**src/design/cmp_window_map.vh**
```
`ifndef CMP_WINDOW_MAP_VH
`define CMP_WINDOW_MAP_VH
// register indexes, byte address is four times the index
`define IDX_MAIN_CONTROL       8'h00
`define IDX_START_CONTROL      8'h01
`define IDX_EVENT_CONTROL      8'h02
`define IDX_IRQ_ENABLE_CLEAR   8'h04
`define IDX_IRQ_ENABLE_SET     8'h05
`define IDX_IRQ_FLAG           8'h06
`define IDX_STATE_STATUS       8'h07
`define IDX_READY_STATUS       8'h08
`define IDX_PAIR_WINDOW_CTRL   8'h0A
`define IDX_SUPPLY_LEVEL       8'h0D
`define IDX_CMP_CONTROL0       8'h10
`define IDX_CMP_CONTROL1       8'h14
// main control fields
`define MAIN_SWRST_BIT         0
`define MAIN_ENABLE_BIT        1
// comparator control fields
`define CC_ENABLE_BIT          1
`define CC_SINGLE_BIT          2
`define CC_IRQSEL_LSB          3
`define CC_STANDBY_BIT         6
`define CC_NEGSEL_LSB          8
`define CC_POSSEL_LSB          12
`define CC_SWAP_BIT            15
`define CC_FILTER_LENGTH_LSB            24
`define CC_OUTSEL_LSB          28
`define CC_WRITE_MASK          32'h3700F75E
// event control fields
`define EV_CMP0_OUT_BIT        0
`define EV_CMP1_OUT_BIT        1
`define EV_WINDOW_ZERO_SOURCE_OUT_BIT        4
`define EV_CMP0_IN_BIT         8
`define EV_CMP1_IN_BIT         9
// interrupt flag and enable positions
`define IRQ_CMP0_BIT           0
`define IRQ_CMP1_BIT           1
`define IRQ_WINDOW_ZERO_SOURCE_BIT           4
// window control and status fields
`define WIN_ENABLE_BIT         0
`define WIN_IRQSEL_LSB         1
`define WSTATE_LSB             4
// encodings
`define WSTATE_ABOVE           2'h0
`define WSTATE_INSIDE          2'h1
`define WSTATE_BELOW           2'h2
`define CIRQ_TOGGLE            2'h0
`define CIRQ_RISE              2'h1
`define CIRQ_FALL              2'h2
`define CIRQ_DONE              2'h3
`define WIRQ_ABOVE             2'h0
`define WIRQ_INSIDE            2'h1
`define WIRQ_BELOW             2'h2
`define WIRQ_OUTSIDE           2'h3
`define FILTER_LENGTH_NONE              3'h0
`define FILTER_LENGTH_MAJ3              3'h1
`define FILTER_LENGTH_MAJ5              3'h2
`define OUTSEL_OFF             2'h0
`define OUTSEL_RAW             2'h1
`define OUTSEL_SYNC            2'h2
`define LADDER_SELECT          3'h5
// timing
`define CLK_PERIOD_NS          4
`define STARTUP_NS             1000
`define STARTUP_CYCLES         ((`STARTUP_NS + `CLK_PERIOD_NS - 1) / `CLK_PERIOD_NS)
`endif

```
**src/design/comparator_window_filter_ctrl.v**
```verilog
// Overview of operation
// - window state reported, either limit order
// - two-bit select picks window interrupt condition
// - window event follows inside state while window and its event output are enabled
// - comparator logic unchanged in window mode
// - window single-shot start launches both comparators
// - ladder on when select five and enabled
// - second comparator ladder has 64 levels
// - filter length: none, three, five samples
// - majority of last N samples decides
// - filter adds N-1 cycles latency in single-shot, (N-1)/2 in continuous
// - single-shot ready after Nth sample
// - pin gets raw or synchronized result
// - swap exchanges inputs and inverts output
// - one flag per interrupt source
// - set and clear enable registers
// - request is OR of enabled flags
// - enabled output events mirror status
// - input events start comparisons, both in window
// - edges found from previous sample
// - software start clears ready, event does not
//
// The APB interface to the registers and the address map were decided locally.
`timescale 1ns/100ps
`include "cmp_window_map.vh"
module comparator_window_filter_ctrl (
   input  wire        mclk,                 // peripheral generic clock
   input  wire        rst,                  // synchronous reset, active high
   input  wire        psel,                 // apb select
   input  wire        penable,              // apb access phase
   input  wire        pwrite,               // apb direction
   input  wire [11:0] paddr,                // apb byte address
   input  wire [31:0] pwdata,               // apb write data
   output reg  [31:0] prdata,               // apb read data
   output wire        pready,               // apb ready
   output wire        pslverr,              // apb error on unmapped address
   input  wire [1:0]  cmp_raw,              // raw analog comparator outputs
   output wire [1:0]  cmp_analog_enable,    // analog comparator power
   output wire [1:0]  cmp_swap,             // input terminal exchange
   output wire [5:0]  negative_input_select, // {cmp1, cmp0} negative mux
   output wire [5:0]  positive_input_select, // {cmp1, cmp0} positive mux
   output wire [1:0]  ladder_enable,        // supply fraction reference on
   output wire [5:0]  supply_level,         // programmable ladder level
   input  wire        cmp_zero_pin_enable,  // pin enable for comparator 0
   input  wire        cmp_one_pin_enable,   // pin enable for comparator 1
   input  wire        cmp_one_alt_pin_enable, // comparator 1 to alternate pin
   output wire        cmp_zero_pin,         // comparator 0 pin
   output wire        cmp_one_pin,          // comparator 1 pin
   output wire        cmp_one_alt_pin,      // comparator 1 alternate pin
   input  wire [1:0]  start_event_in,       // start event pulses
   output wire [2:0]  event_out,            // {window, cmp1, cmp0} event levels
   output wire        irq                   // combined interrupt request
);
   localparam [1:0] PH_IDLE = 2'h0;
   localparam [1:0] PH_WARM = 2'h1;
   localparam [1:0] PH_FILL = 2'h2;
   localparam [1:0] PH_RUN  = 2'h3;
   localparam integer STARTUP_N = `STARTUP_CYCLES;
   localparam [8:0]   STARTUP   = STARTUP_N[8:0];

   // majority of the newest N samples
   function maj;
      input [4:0] h;
      input [2:0] fl;
      begin
         case (fl)
            `FILTER_LENGTH_MAJ3: maj = (h[0] & h[1]) | (h[0] & h[2]) | (h[1] & h[2]);
            `FILTER_LENGTH_MAJ5: maj = (h[0] + h[1] + h[2] + h[3] + h[4]) >= 3'd3;
            default:    maj = h[0];
         endcase
      end
   endfunction

   // number of samples per result
   function [2:0] samples;
      input [2:0] fl;
      begin
         case (fl)
            `FILTER_LENGTH_MAJ3: samples = 3'd3;
            `FILTER_LENGTH_MAJ5: samples = 3'd5;
            default:    samples = 3'd1;
         endcase
      end
   endfunction

   // ladder request: comparator on and either mux at the ladder input
   function ladder_req;
      input        on;
      input [31:0] cc;
      begin
         ladder_req = on & ((cc[`CC_NEGSEL_LSB +: 3] == `LADDER_SELECT) |
                            (cc[`CC_POSSEL_LSB +: 3] == `LADDER_SELECT));
      end
   endfunction

   // pin source selection; any other code keeps the pin low
   function pin_pick;
      input [1:0] sel;
      input       raw;
      input       sync;
      begin
         case (sel)
            `OUTSEL_RAW:  pin_pick = raw;
            `OUTSEL_SYNC: pin_pick = sync;
            default:      pin_pick = 1'b0;
         endcase
      end
   endfunction

   reg         main_en_q;
   reg  [31:0] cc_q [0:1];
   reg  [9:0]  event_control_reg_q;
   reg  [4:0]  irq_en_q;
   reg  [4:0]  irq_flag_q;
   reg  [2:0]  pair_window_control_q;
   reg  [5:0]  level_q;
   reg  [1:0]  phase_q [0:1];
   reg  [8:0]  cnt_q [0:1];
   reg  [2:0]  fill_q [0:1];
   reg  [4:0]  hist_q [0:1];
   reg  [1:0]  state_q;
   reg  [1:0]  ready_q;
   reg  [1:0]  wstate_q;
   reg  [1:0]  sync_pin_q;

   wire [7:0]  idx    = paddr[9:2];
   wire        wr     = psel & penable & pwrite;
   wire        rd_set = psel & ~penable & ~pwrite;
   wire        swrst  = wr & (idx == `IDX_MAIN_CONTROL) & pwdata[`MAIN_SWRST_BIT];
   wire        srst   = rst | swrst;
   wire        wen    = pair_window_control_q[`WIN_ENABLE_BIT];
   wire [1:0]  wsel   = pair_window_control_q[`WIN_IRQSEL_LSB +: 2];
   wire [1:0]  sw_start = (wr && idx == `IDX_START_CONTROL) ? pwdata[1:0] : 2'h0;

   reg  [1:0]  en;
   reg  [1:0]  single;
   reg  [1:0]  go;
   reg  [1:0]  valid;
   reg  [1:0]  newres;
   reg  [1:0]  cmp_irq;
   reg  [4:0]  nhist [0:1];
   reg  [1:0]  req;
   reg  [1:0]  wstate_d;
   reg         mapped;

   // start requests: software or enabled events, shared in window single-shot
   always @* begin : start_comb
      integer i;
      for (i = 0; i < 2; i = i + 1) begin
         en[i]     = main_en_q & cc_q[i][`CC_ENABLE_BIT];
         single[i] = cc_q[i][`CC_SINGLE_BIT];
         req[i]    = sw_start[i] | (event_control_reg_q[`EV_CMP0_IN_BIT + i] & start_event_in[i]);
      end
      if (wen && single[0] && single[1])
         go = {2{|req}};
      else
         go = req;
   end

   // sample path: swap inverts the analog result back, then majority vote
   always @* begin : sample_comb
      integer i;
      for (i = 0; i < 2; i = i + 1) begin
         nhist[i]  = {hist_q[i][3:0], cmp_raw[i] ^ cc_q[i][`CC_SWAP_BIT]};
         newres[i] = maj(nhist[i], cc_q[i][`CC_FILTER_LENGTH_LSB +: 3]);
         valid[i]  = ((phase_q[i] == PH_FILL) &&
                      (fill_q[i] + 3'd1 >= samples(cc_q[i][`CC_FILTER_LENGTH_LSB +: 3]))) ||
                     (phase_q[i] == PH_RUN);
         case (cc_q[i][`CC_IRQSEL_LSB +: 2])
            `CIRQ_TOGGLE: cmp_irq[i] = valid[i] & (newres[i] ^ state_q[i]);
            `CIRQ_RISE:   cmp_irq[i] = valid[i] & newres[i] & ~state_q[i];
            `CIRQ_FALL:   cmp_irq[i] = valid[i] & ~newres[i] & state_q[i];
            default:      cmp_irq[i] = valid[i];
         endcase
      end
   end

   // window state from both comparator states, either limit order
   always @* begin
      if (state_q[0] ^ state_q[1])
         wstate_d = `WSTATE_INSIDE;
      else if (state_q[0])
         wstate_d = `WSTATE_ABOVE;
      else
         wstate_d = `WSTATE_BELOW;
   end

   // per comparator sequencer: startup, filter fill, run
   // a disable drops the sequencer at once, even in mid measurement
   always @(posedge mclk) begin : seq_proc
      integer i;
      for (i = 0; i < 2; i = i + 1) begin
         if (srst || !en[i]) begin
            phase_q[i] <= PH_IDLE;
            cnt_q[i]   <= 9'h000;
            fill_q[i]  <= 3'h0;
            hist_q[i]  <= 5'h00;
         end else begin
            case (phase_q[i])
               PH_IDLE: begin
                  if (!single[i] || go[i]) begin
                     phase_q[i] <= PH_WARM;
                     cnt_q[i]   <= STARTUP;
                  end
               end
               PH_WARM: begin
                  cnt_q[i] <= cnt_q[i] - 9'h001;
                  if (cnt_q[i] <= 9'h001) begin
                     phase_q[i] <= PH_FILL;
                     fill_q[i]  <= 3'h0;
                  end
               end
               PH_FILL: begin
                  hist_q[i] <= nhist[i];
                  fill_q[i] <= fill_q[i] + 3'h1;
                  if (valid[i])
                     phase_q[i] <= single[i] ? PH_IDLE : PH_RUN;
               end
               PH_RUN: begin
                  hist_q[i] <= nhist[i];
               end
               default: phase_q[i] <= PH_IDLE;
            endcase
         end
      end
   end

   // results, ready bits, window state and pin synchroniser
   // state is kept over a disable so the next edge compare has a base
   always @(posedge mclk) begin : res_proc
      integer i;
      if (srst) begin
         state_q    <= 2'h0;
         ready_q    <= 2'h0;
         wstate_q   <= `WSTATE_BELOW;
         sync_pin_q <= 2'h0;
      end else begin
         for (i = 0; i < 2; i = i + 1) begin
            if (valid[i] && en[i]) begin
               state_q[i] <= newres[i];
               ready_q[i] <= 1'b1;
            end else if (sw_start[i] || (wen && single[i] && |sw_start) || !en[i]) begin
               ready_q[i] <= 1'b0;
            end
         end
         wstate_q   <= wstate_d;
         sync_pin_q <= state_q;
      end
   end

   // register writes and interrupt flags, set wins over clear
   always @(posedge mclk) begin
      if (srst) begin
         main_en_q  <= 1'b0;
         cc_q[0]    <= 32'h00000000;
         cc_q[1]    <= 32'h00000000;
         event_control_reg_q   <= 10'h000;
         irq_en_q   <= 5'h00;
         irq_flag_q <= 5'h00;
         pair_window_control_q  <= 3'h0;
         level_q    <= 6'h00;
      end else begin
         if (wr) begin
            case (idx)
               `IDX_MAIN_CONTROL:     main_en_q <= pwdata[`MAIN_ENABLE_BIT];
               `IDX_EVENT_CONTROL:    event_control_reg_q  <= pwdata[9:0];
               `IDX_IRQ_ENABLE_SET:   irq_en_q  <= irq_en_q | pwdata[4:0];
               `IDX_IRQ_ENABLE_CLEAR: irq_en_q  <= irq_en_q & ~pwdata[4:0];
               `IDX_PAIR_WINDOW_CTRL: pair_window_control_q <= pwdata[2:0];
               `IDX_SUPPLY_LEVEL:     level_q   <= pwdata[5:0];
               `IDX_CMP_CONTROL0:     cc_q[0]   <= pwdata & `CC_WRITE_MASK;
               `IDX_CMP_CONTROL1:     cc_q[1]   <= pwdata & `CC_WRITE_MASK;
               default: ;
            endcase
         end
         irq_flag_q <= (irq_flag_q & ~((wr && idx == `IDX_IRQ_FLAG) ? pwdata[4:0] : 5'h00)) |
                       {wen && (wstate_d != wstate_q) &&
                        ((wsel == `WIRQ_ABOVE   && wstate_d == `WSTATE_ABOVE) ||
                         (wsel == `WIRQ_INSIDE  && wstate_d == `WSTATE_INSIDE) ||
                         (wsel == `WIRQ_BELOW   && wstate_d == `WSTATE_BELOW) ||
                         (wsel == `WIRQ_OUTSIDE && wstate_q == `WSTATE_INSIDE)),
                        2'h0, cmp_irq & en};
      end
   end

   // address decode for the bus answer
   always @* begin
      case (idx)
         `IDX_MAIN_CONTROL, `IDX_START_CONTROL, `IDX_EVENT_CONTROL,
         `IDX_IRQ_ENABLE_CLEAR, `IDX_IRQ_ENABLE_SET, `IDX_IRQ_FLAG,
         `IDX_STATE_STATUS, `IDX_READY_STATUS, `IDX_PAIR_WINDOW_CTRL,
         `IDX_SUPPLY_LEVEL, `IDX_CMP_CONTROL0, `IDX_CMP_CONTROL1: mapped = 1'b1;
         default: mapped = 1'b0;
      endcase
   end

   // read data is captured in the setup cycle
   always @(posedge mclk) begin
      if (rst) begin
         prdata <= 32'h00000000;
      end else if (rd_set) begin
         case (idx)
            `IDX_MAIN_CONTROL:     prdata <= {30'h0, main_en_q, 1'b0};
            `IDX_EVENT_CONTROL:    prdata <= {22'h0, event_control_reg_q};
            `IDX_IRQ_ENABLE_CLEAR: prdata <= {27'h0, irq_en_q};
            `IDX_IRQ_ENABLE_SET:   prdata <= {27'h0, irq_en_q};
            `IDX_IRQ_FLAG:         prdata <= {27'h0, irq_flag_q};
            `IDX_STATE_STATUS:     prdata <= {26'h0, wstate_q, 2'h0, state_q};
            `IDX_READY_STATUS:     prdata <= {30'h0, ready_q};
            `IDX_PAIR_WINDOW_CTRL: prdata <= {29'h0, pair_window_control_q};
            `IDX_SUPPLY_LEVEL:     prdata <= {26'h0, level_q};
            `IDX_CMP_CONTROL0:     prdata <= cc_q[0];
            `IDX_CMP_CONTROL1:     prdata <= cc_q[1];
            default:               prdata <= 32'h00000000;
         endcase
      end
   end

   assign pready  = 1'b1;
   assign pslverr = psel & penable & ~mapped;

   // analog controls
   assign cmp_analog_enable     = {phase_q[1] != PH_IDLE, phase_q[0] != PH_IDLE};
   assign cmp_swap              = {cc_q[1][`CC_SWAP_BIT], cc_q[0][`CC_SWAP_BIT]};
   assign negative_input_select = {cc_q[1][`CC_NEGSEL_LSB +: 3], cc_q[0][`CC_NEGSEL_LSB +: 3]};
   assign positive_input_select = {cc_q[1][`CC_POSSEL_LSB +: 3], cc_q[0][`CC_POSSEL_LSB +: 3]};
   assign ladder_enable[0] = ladder_req(en[0], cc_q[0]);
   assign ladder_enable[1] = ladder_req(en[1], cc_q[1]);
   assign supply_level     = level_q;

   // pin routing: raw path is deliberately unsynchronised
   wire [1:0] pin_src;
   assign pin_src[0] = pin_pick(cc_q[0][`CC_OUTSEL_LSB +: 2], cmp_raw[0] ^ cmp_swap[0],
                                sync_pin_q[0]);
   assign pin_src[1] = pin_pick(cc_q[1][`CC_OUTSEL_LSB +: 2], cmp_raw[1] ^ cmp_swap[1],
                                sync_pin_q[1]);
   assign cmp_zero_pin    = cmp_zero_pin_enable & pin_src[0];
   assign cmp_one_pin     = cmp_one_pin_enable & ~cmp_one_alt_pin_enable & pin_src[1];
   assign cmp_one_alt_pin = cmp_one_pin_enable & cmp_one_alt_pin_enable & pin_src[1];

   // output events and combined request
   assign event_out = {event_control_reg_q[`EV_WINDOW_ZERO_SOURCE_OUT_BIT] & wen & (wstate_q == `WSTATE_INSIDE),
                       event_control_reg_q[`EV_CMP1_OUT_BIT] & state_q[1],
                       event_control_reg_q[`EV_CMP0_OUT_BIT] & state_q[0]};
   assign irq = |(irq_flag_q & irq_en_q);
endmodule

```
**config.mk**
```make
export PLATFORM = sky130hd
export DESIGN_NAME = comparator_window_filter_ctrl
export DESIGN_NICKNAME = d
export VERILOG_FILES = /design/src/design/comparator_window_filter_ctrl.v
export VERILOG_INCLUDE_DIRS = /design/src /design/src/design
export SDC_FILE = /design/constraint.sdc
export NUM_CORES = 1
export LEC_CHECK = 0
export ABC_AREA = 1
export BUFFER_PORTS_ARGS = -buffer_cell sky130_fd_sc_hd__buf_2
export CAP_MARGIN = 15
export CELL_PAD_IN_SITES_DETAIL_PLACEMENT = 1
export CELL_PAD_IN_SITES_GLOBAL_PLACEMENT = 2
export CORE_ASPECT_RATIO = 1.1
export CORE_MARGIN = 2
export CORE_UTILIZATION = 30
export CTS_CLUSTER_SIZE = 8
export DETAILED_ROUTE_END_ITERATION = 8
export PLACE_DENSITY_LB_ADDON = 0.1
export SETUP_SLACK_MARGIN = 0.5
export SYNTH_ARGS = -nofsm -noshare
export SYNTH_HDL_FRONTEND = slang
export SYNTH_SLANG_ARGS = --single-unit
```
**constraint.sdc**
```tcl
create_clock -name mclk -period 3.2 [get_ports mclk]
set_input_delay 0.16 -clock mclk [delete_from_list [all_inputs] [get_ports mclk]]
set_output_delay 0.16 -clock mclk [all_outputs]
set_load 0.03 [all_outputs]
```
==> results by group <==
Yosys
  – Predominant post-synthesis flop cell: edfxtp_1
  – Async set or reset register ratio after synthesis: 0
  – Post-synth EDFFs: 70
  – Synth Register Bits: 128
  – Yosys Warn Count: 0
  – Synth Cell Area: 7060 sq um
  – Mapped Cells: 870
  – Unique masters post-synth: 46
  – Sequential area share after synthesis: 0.462
  – Mapped Avg Cell Area: 8.12 sq um

Drt
  – Drt initial violations: 215
  – WL/cell: 16.8 microns
  – Drt first pass iters: 4
  – # DRC: 0
  – Antenna-violating nets left: 0
  – Via Count: 5869
  – DR vias/cell: 4.61
  – Final wirelength: 21.5 mm

Pwr
  – Net Switching: 1.00 mW
  – Seq pwr share: 0.429
  – Int Pwr: 3.11 mW
  – Pwr per Cell Area: 489 nW/um^2
  – Peak supply drop: 0.343 mV
  – Comb power frac: 0.059
  – Leakage: 3.80 nW
  – Switching Share: 0.244
  – Clock power share: 0.512

STA
  – Final hold vios: 0
  – Slew margin rel.: 0.258
  – Final TNS setup: 0 ps
  – Final period utilization: 0.789
  – RSZ-0062 raised after global routing: yes
  – Fmax achieved: 396 MHz
  – Min Hold Slack: 34.4 ps
  – Worst-margin pin slew: 1110 ps
  – Final-report max-slew violation count: 0
  – Minimum clock period: 2520 ps
  – Worst Skew: 8.47 ps
  – Endpoints failing setup: 0

CTS
  – Worst-skew pair later-pin latency: 420 ps
  – CTS tree: done
  – CTS Buffer Depth: 2
  – CTS buffer count: 17
  – Clock sinks: 128
  – Htree depth: 4
  – Root buf cell: clkbuf_16
  – Clock-pin slew on the worst setup and hold paths: 60 ps

Cells and area
  – Most frequent cells in the layout: nand2_1 (188), inv_1 (119), nor2_1 (101)
  – Commonest non-fill, non-tap cell in the layout: nand2_1
  – Footprint of the multi-input gates: 3070 sq um
  – Nets@finish: 1042
  – Share of layout cells above drive strength 1: 0.185
  – P&R area growth vs syn: 19.0%
  – N_diodes: 0
  – Fillers: 2828
  – Seq. cell area: 3260 sq um

Setup path
  – Worst Path Max Fanout: 4
  – WS Path Type: flip-flop to flip-flop
  – Arrival @ worst endpoint: 2820 ps
  – Worst R2R Path Depth: 15
  – Startpoint Class: flip-flop
  – Worst Path Required: 3500 ps
  – Critical path endpoint category: flip-flop

Floorplanning
  – Die Y-Extent: 165 microns
  – Die W: 150 microns
  – Row cnt: 58
  – Num ports: 121
  – Die ar.: 24800 sq um
  – Core area: 23000 sq um
  – Initial Utilization: 0.307

Global routing
  – First-pass GRT wire length: 33.4 mm
  – Total gr overflow: 0
  – Pin count of the biggest net entering global routing: 29
  – Total track usage: 0.180
  – Number of global-route vias before repair: 5934
  – Antenna violations before repair: 0

Status
  – Status: completed

Min path
  – Worst min-delay path class: input pin to flip-flop
  – WHS Path Cells: 3

Placed design
  – Hpwl dp: 16.4 mm
  – PortBufs: 91
  – Gpl congestion: 0.774

Job
  – Maxcap violations: 0
[timing repair]
action / CTS / global route
endpoints found under the hold margin: 2 / 0
setup buffers: 0 / 4
gates resized for setup: 0 / 13
setup endpoints to repair: 0 / 4
hold buffers: 2 / 0
[cell type report]
cell class                 instances  area share
clock buffer                      20      0.0595
clock inverter                    12      0.0168
inverter                         130      0.0586
multi-input combinational        580       0.366
sequential                       128       0.388
tap                              300      0.0447
timing repair buffer             104      0.0664
[cells by family after synthesis]
group	Yosys count	share of synthesized area
other	2	0.00106
adder cells (fa/ha/maj)	25	0.0485
XOR/XNOR	14	0.0174
buffers and inverters	173	0.115
flip-flops	128	0.462
AO/OA/AOI/OAI	122	0.0965
AND/OR/NAND/NOR	406	0.260
[routing by layer]
metal  vias up  track usage  wire length, microns
met5         -            0                     0
met4         0       0.0437                   225
met3        18       0.0268                   546
met2        85        0.312                 10600
met1      2795        0.235                 10100
li1       2971            -                     -
[power groups by stage]
stage	clock, mW	sequential, mW	combinational (mW)
CTS	2.15	1.76	0.241
global placement	0	1.80	0.238
global route	2.22	1.77	0.271
detailed placement	0	1.80	0.238
finish	2.10	1.76	0.244
floorplan	0	1.79	0.169
[critical path, cell delays in order (launching register included)]
cell,delay (ps)
edfxtp_1,450
nand2_2,130
nand2_4,70
fa_1,480
inv_1,50
fa_1,350
inv_1,60
ha_1,210
a21oi_1,140
nand2_1,70
nand2_2,90
nand2_1,60
nand2_1,60
nand3_1,60
nand2_1,60
a21oi_1,50
[synth_stat cells, types with 2 or more instances]
master     count  area (sq um)
a211oi_1      10          75.1
a21oi_1       60           300
buf_2          4          20.0
buf_4         27           203
buf_6          5          56.3
clkbuf_1       6          22.5
clkinv_1       4          15.0
conb_1         2          7.51
dfxtp_1       58          1160
edfxtp_1      70          2100
fa_1           4          80.1
ha_1          21           263
inv_1        121           454
inv_2          4          15.0
nand2_1      196           736
nand2_2        4          25.0
nand2_4        4          45.0
nand3_1       64           320
nand3_4        4          70.1
nand3b_1       3          22.5
nand4_1        8          50.1
nor2_1       101           379
nor2_2         2          12.5
nor2_4         4          45.0
nor3_1         5          25.0
o2111ai_1      3          26.3
o211ai_1       2          15.0
o21ai_0       34           170
o21ai_2        2          17.5
o22ai_1        6          37.5
or2_2          5          31.3
xnor2_1        4          35.0
xor2_1        10          87.6
[sequential cells by signal, indices dropped and copies added (netlist names), named ones only]
signal                 flops
sync_pin_q                 2
hist_q                     8
fill_q                     6
ready_q                    2
phase_q                    4
pair_window_control_q      3
supply_level               6
wstate_q                   2
cnt_q                     18
cc_q                      34
prdata                    20
main_en_q                  1
irq_flag_q                 5
event_control_reg_q       10
state_q                    2
[worst paths after layout]
kind                from  slack (ps)                      to
max          cc_q[0][28]         680           irq_flag_q[1]
min            pwdata[8]          30  event_control_reg_q[8]
max reg2reg  cc_q[0][28]         680           irq_flag_q[1]
min reg2reg    prdata[6]         460               prdata[6]
[metrics by stage]
| step | total power [mW] | setup slack (ps) | util | cell area, sq um | instances |
|---|---|---|---|---|---|
| 6_report | 4.11 | 676 | 0.365 | 8410 | 1274 |
| 5_1_grt | 4.26 | 489 | 0.365 | 8410 | 1274 |
| 4_1_cts | 4.15 | 550 | 0.363 | 8340 | 1270 |
| 3_5_place_dp | 2.04 | 544 | 0.334 | 7680 | 1236 |
| 3_3_place_gp | 2.04 | 607 | 0.334 | 7680 | 1236 |
| 2_1_floorplan | 1.96 | 709 | - | 7100 | 881 |
(Power assumes the default switching activity.)
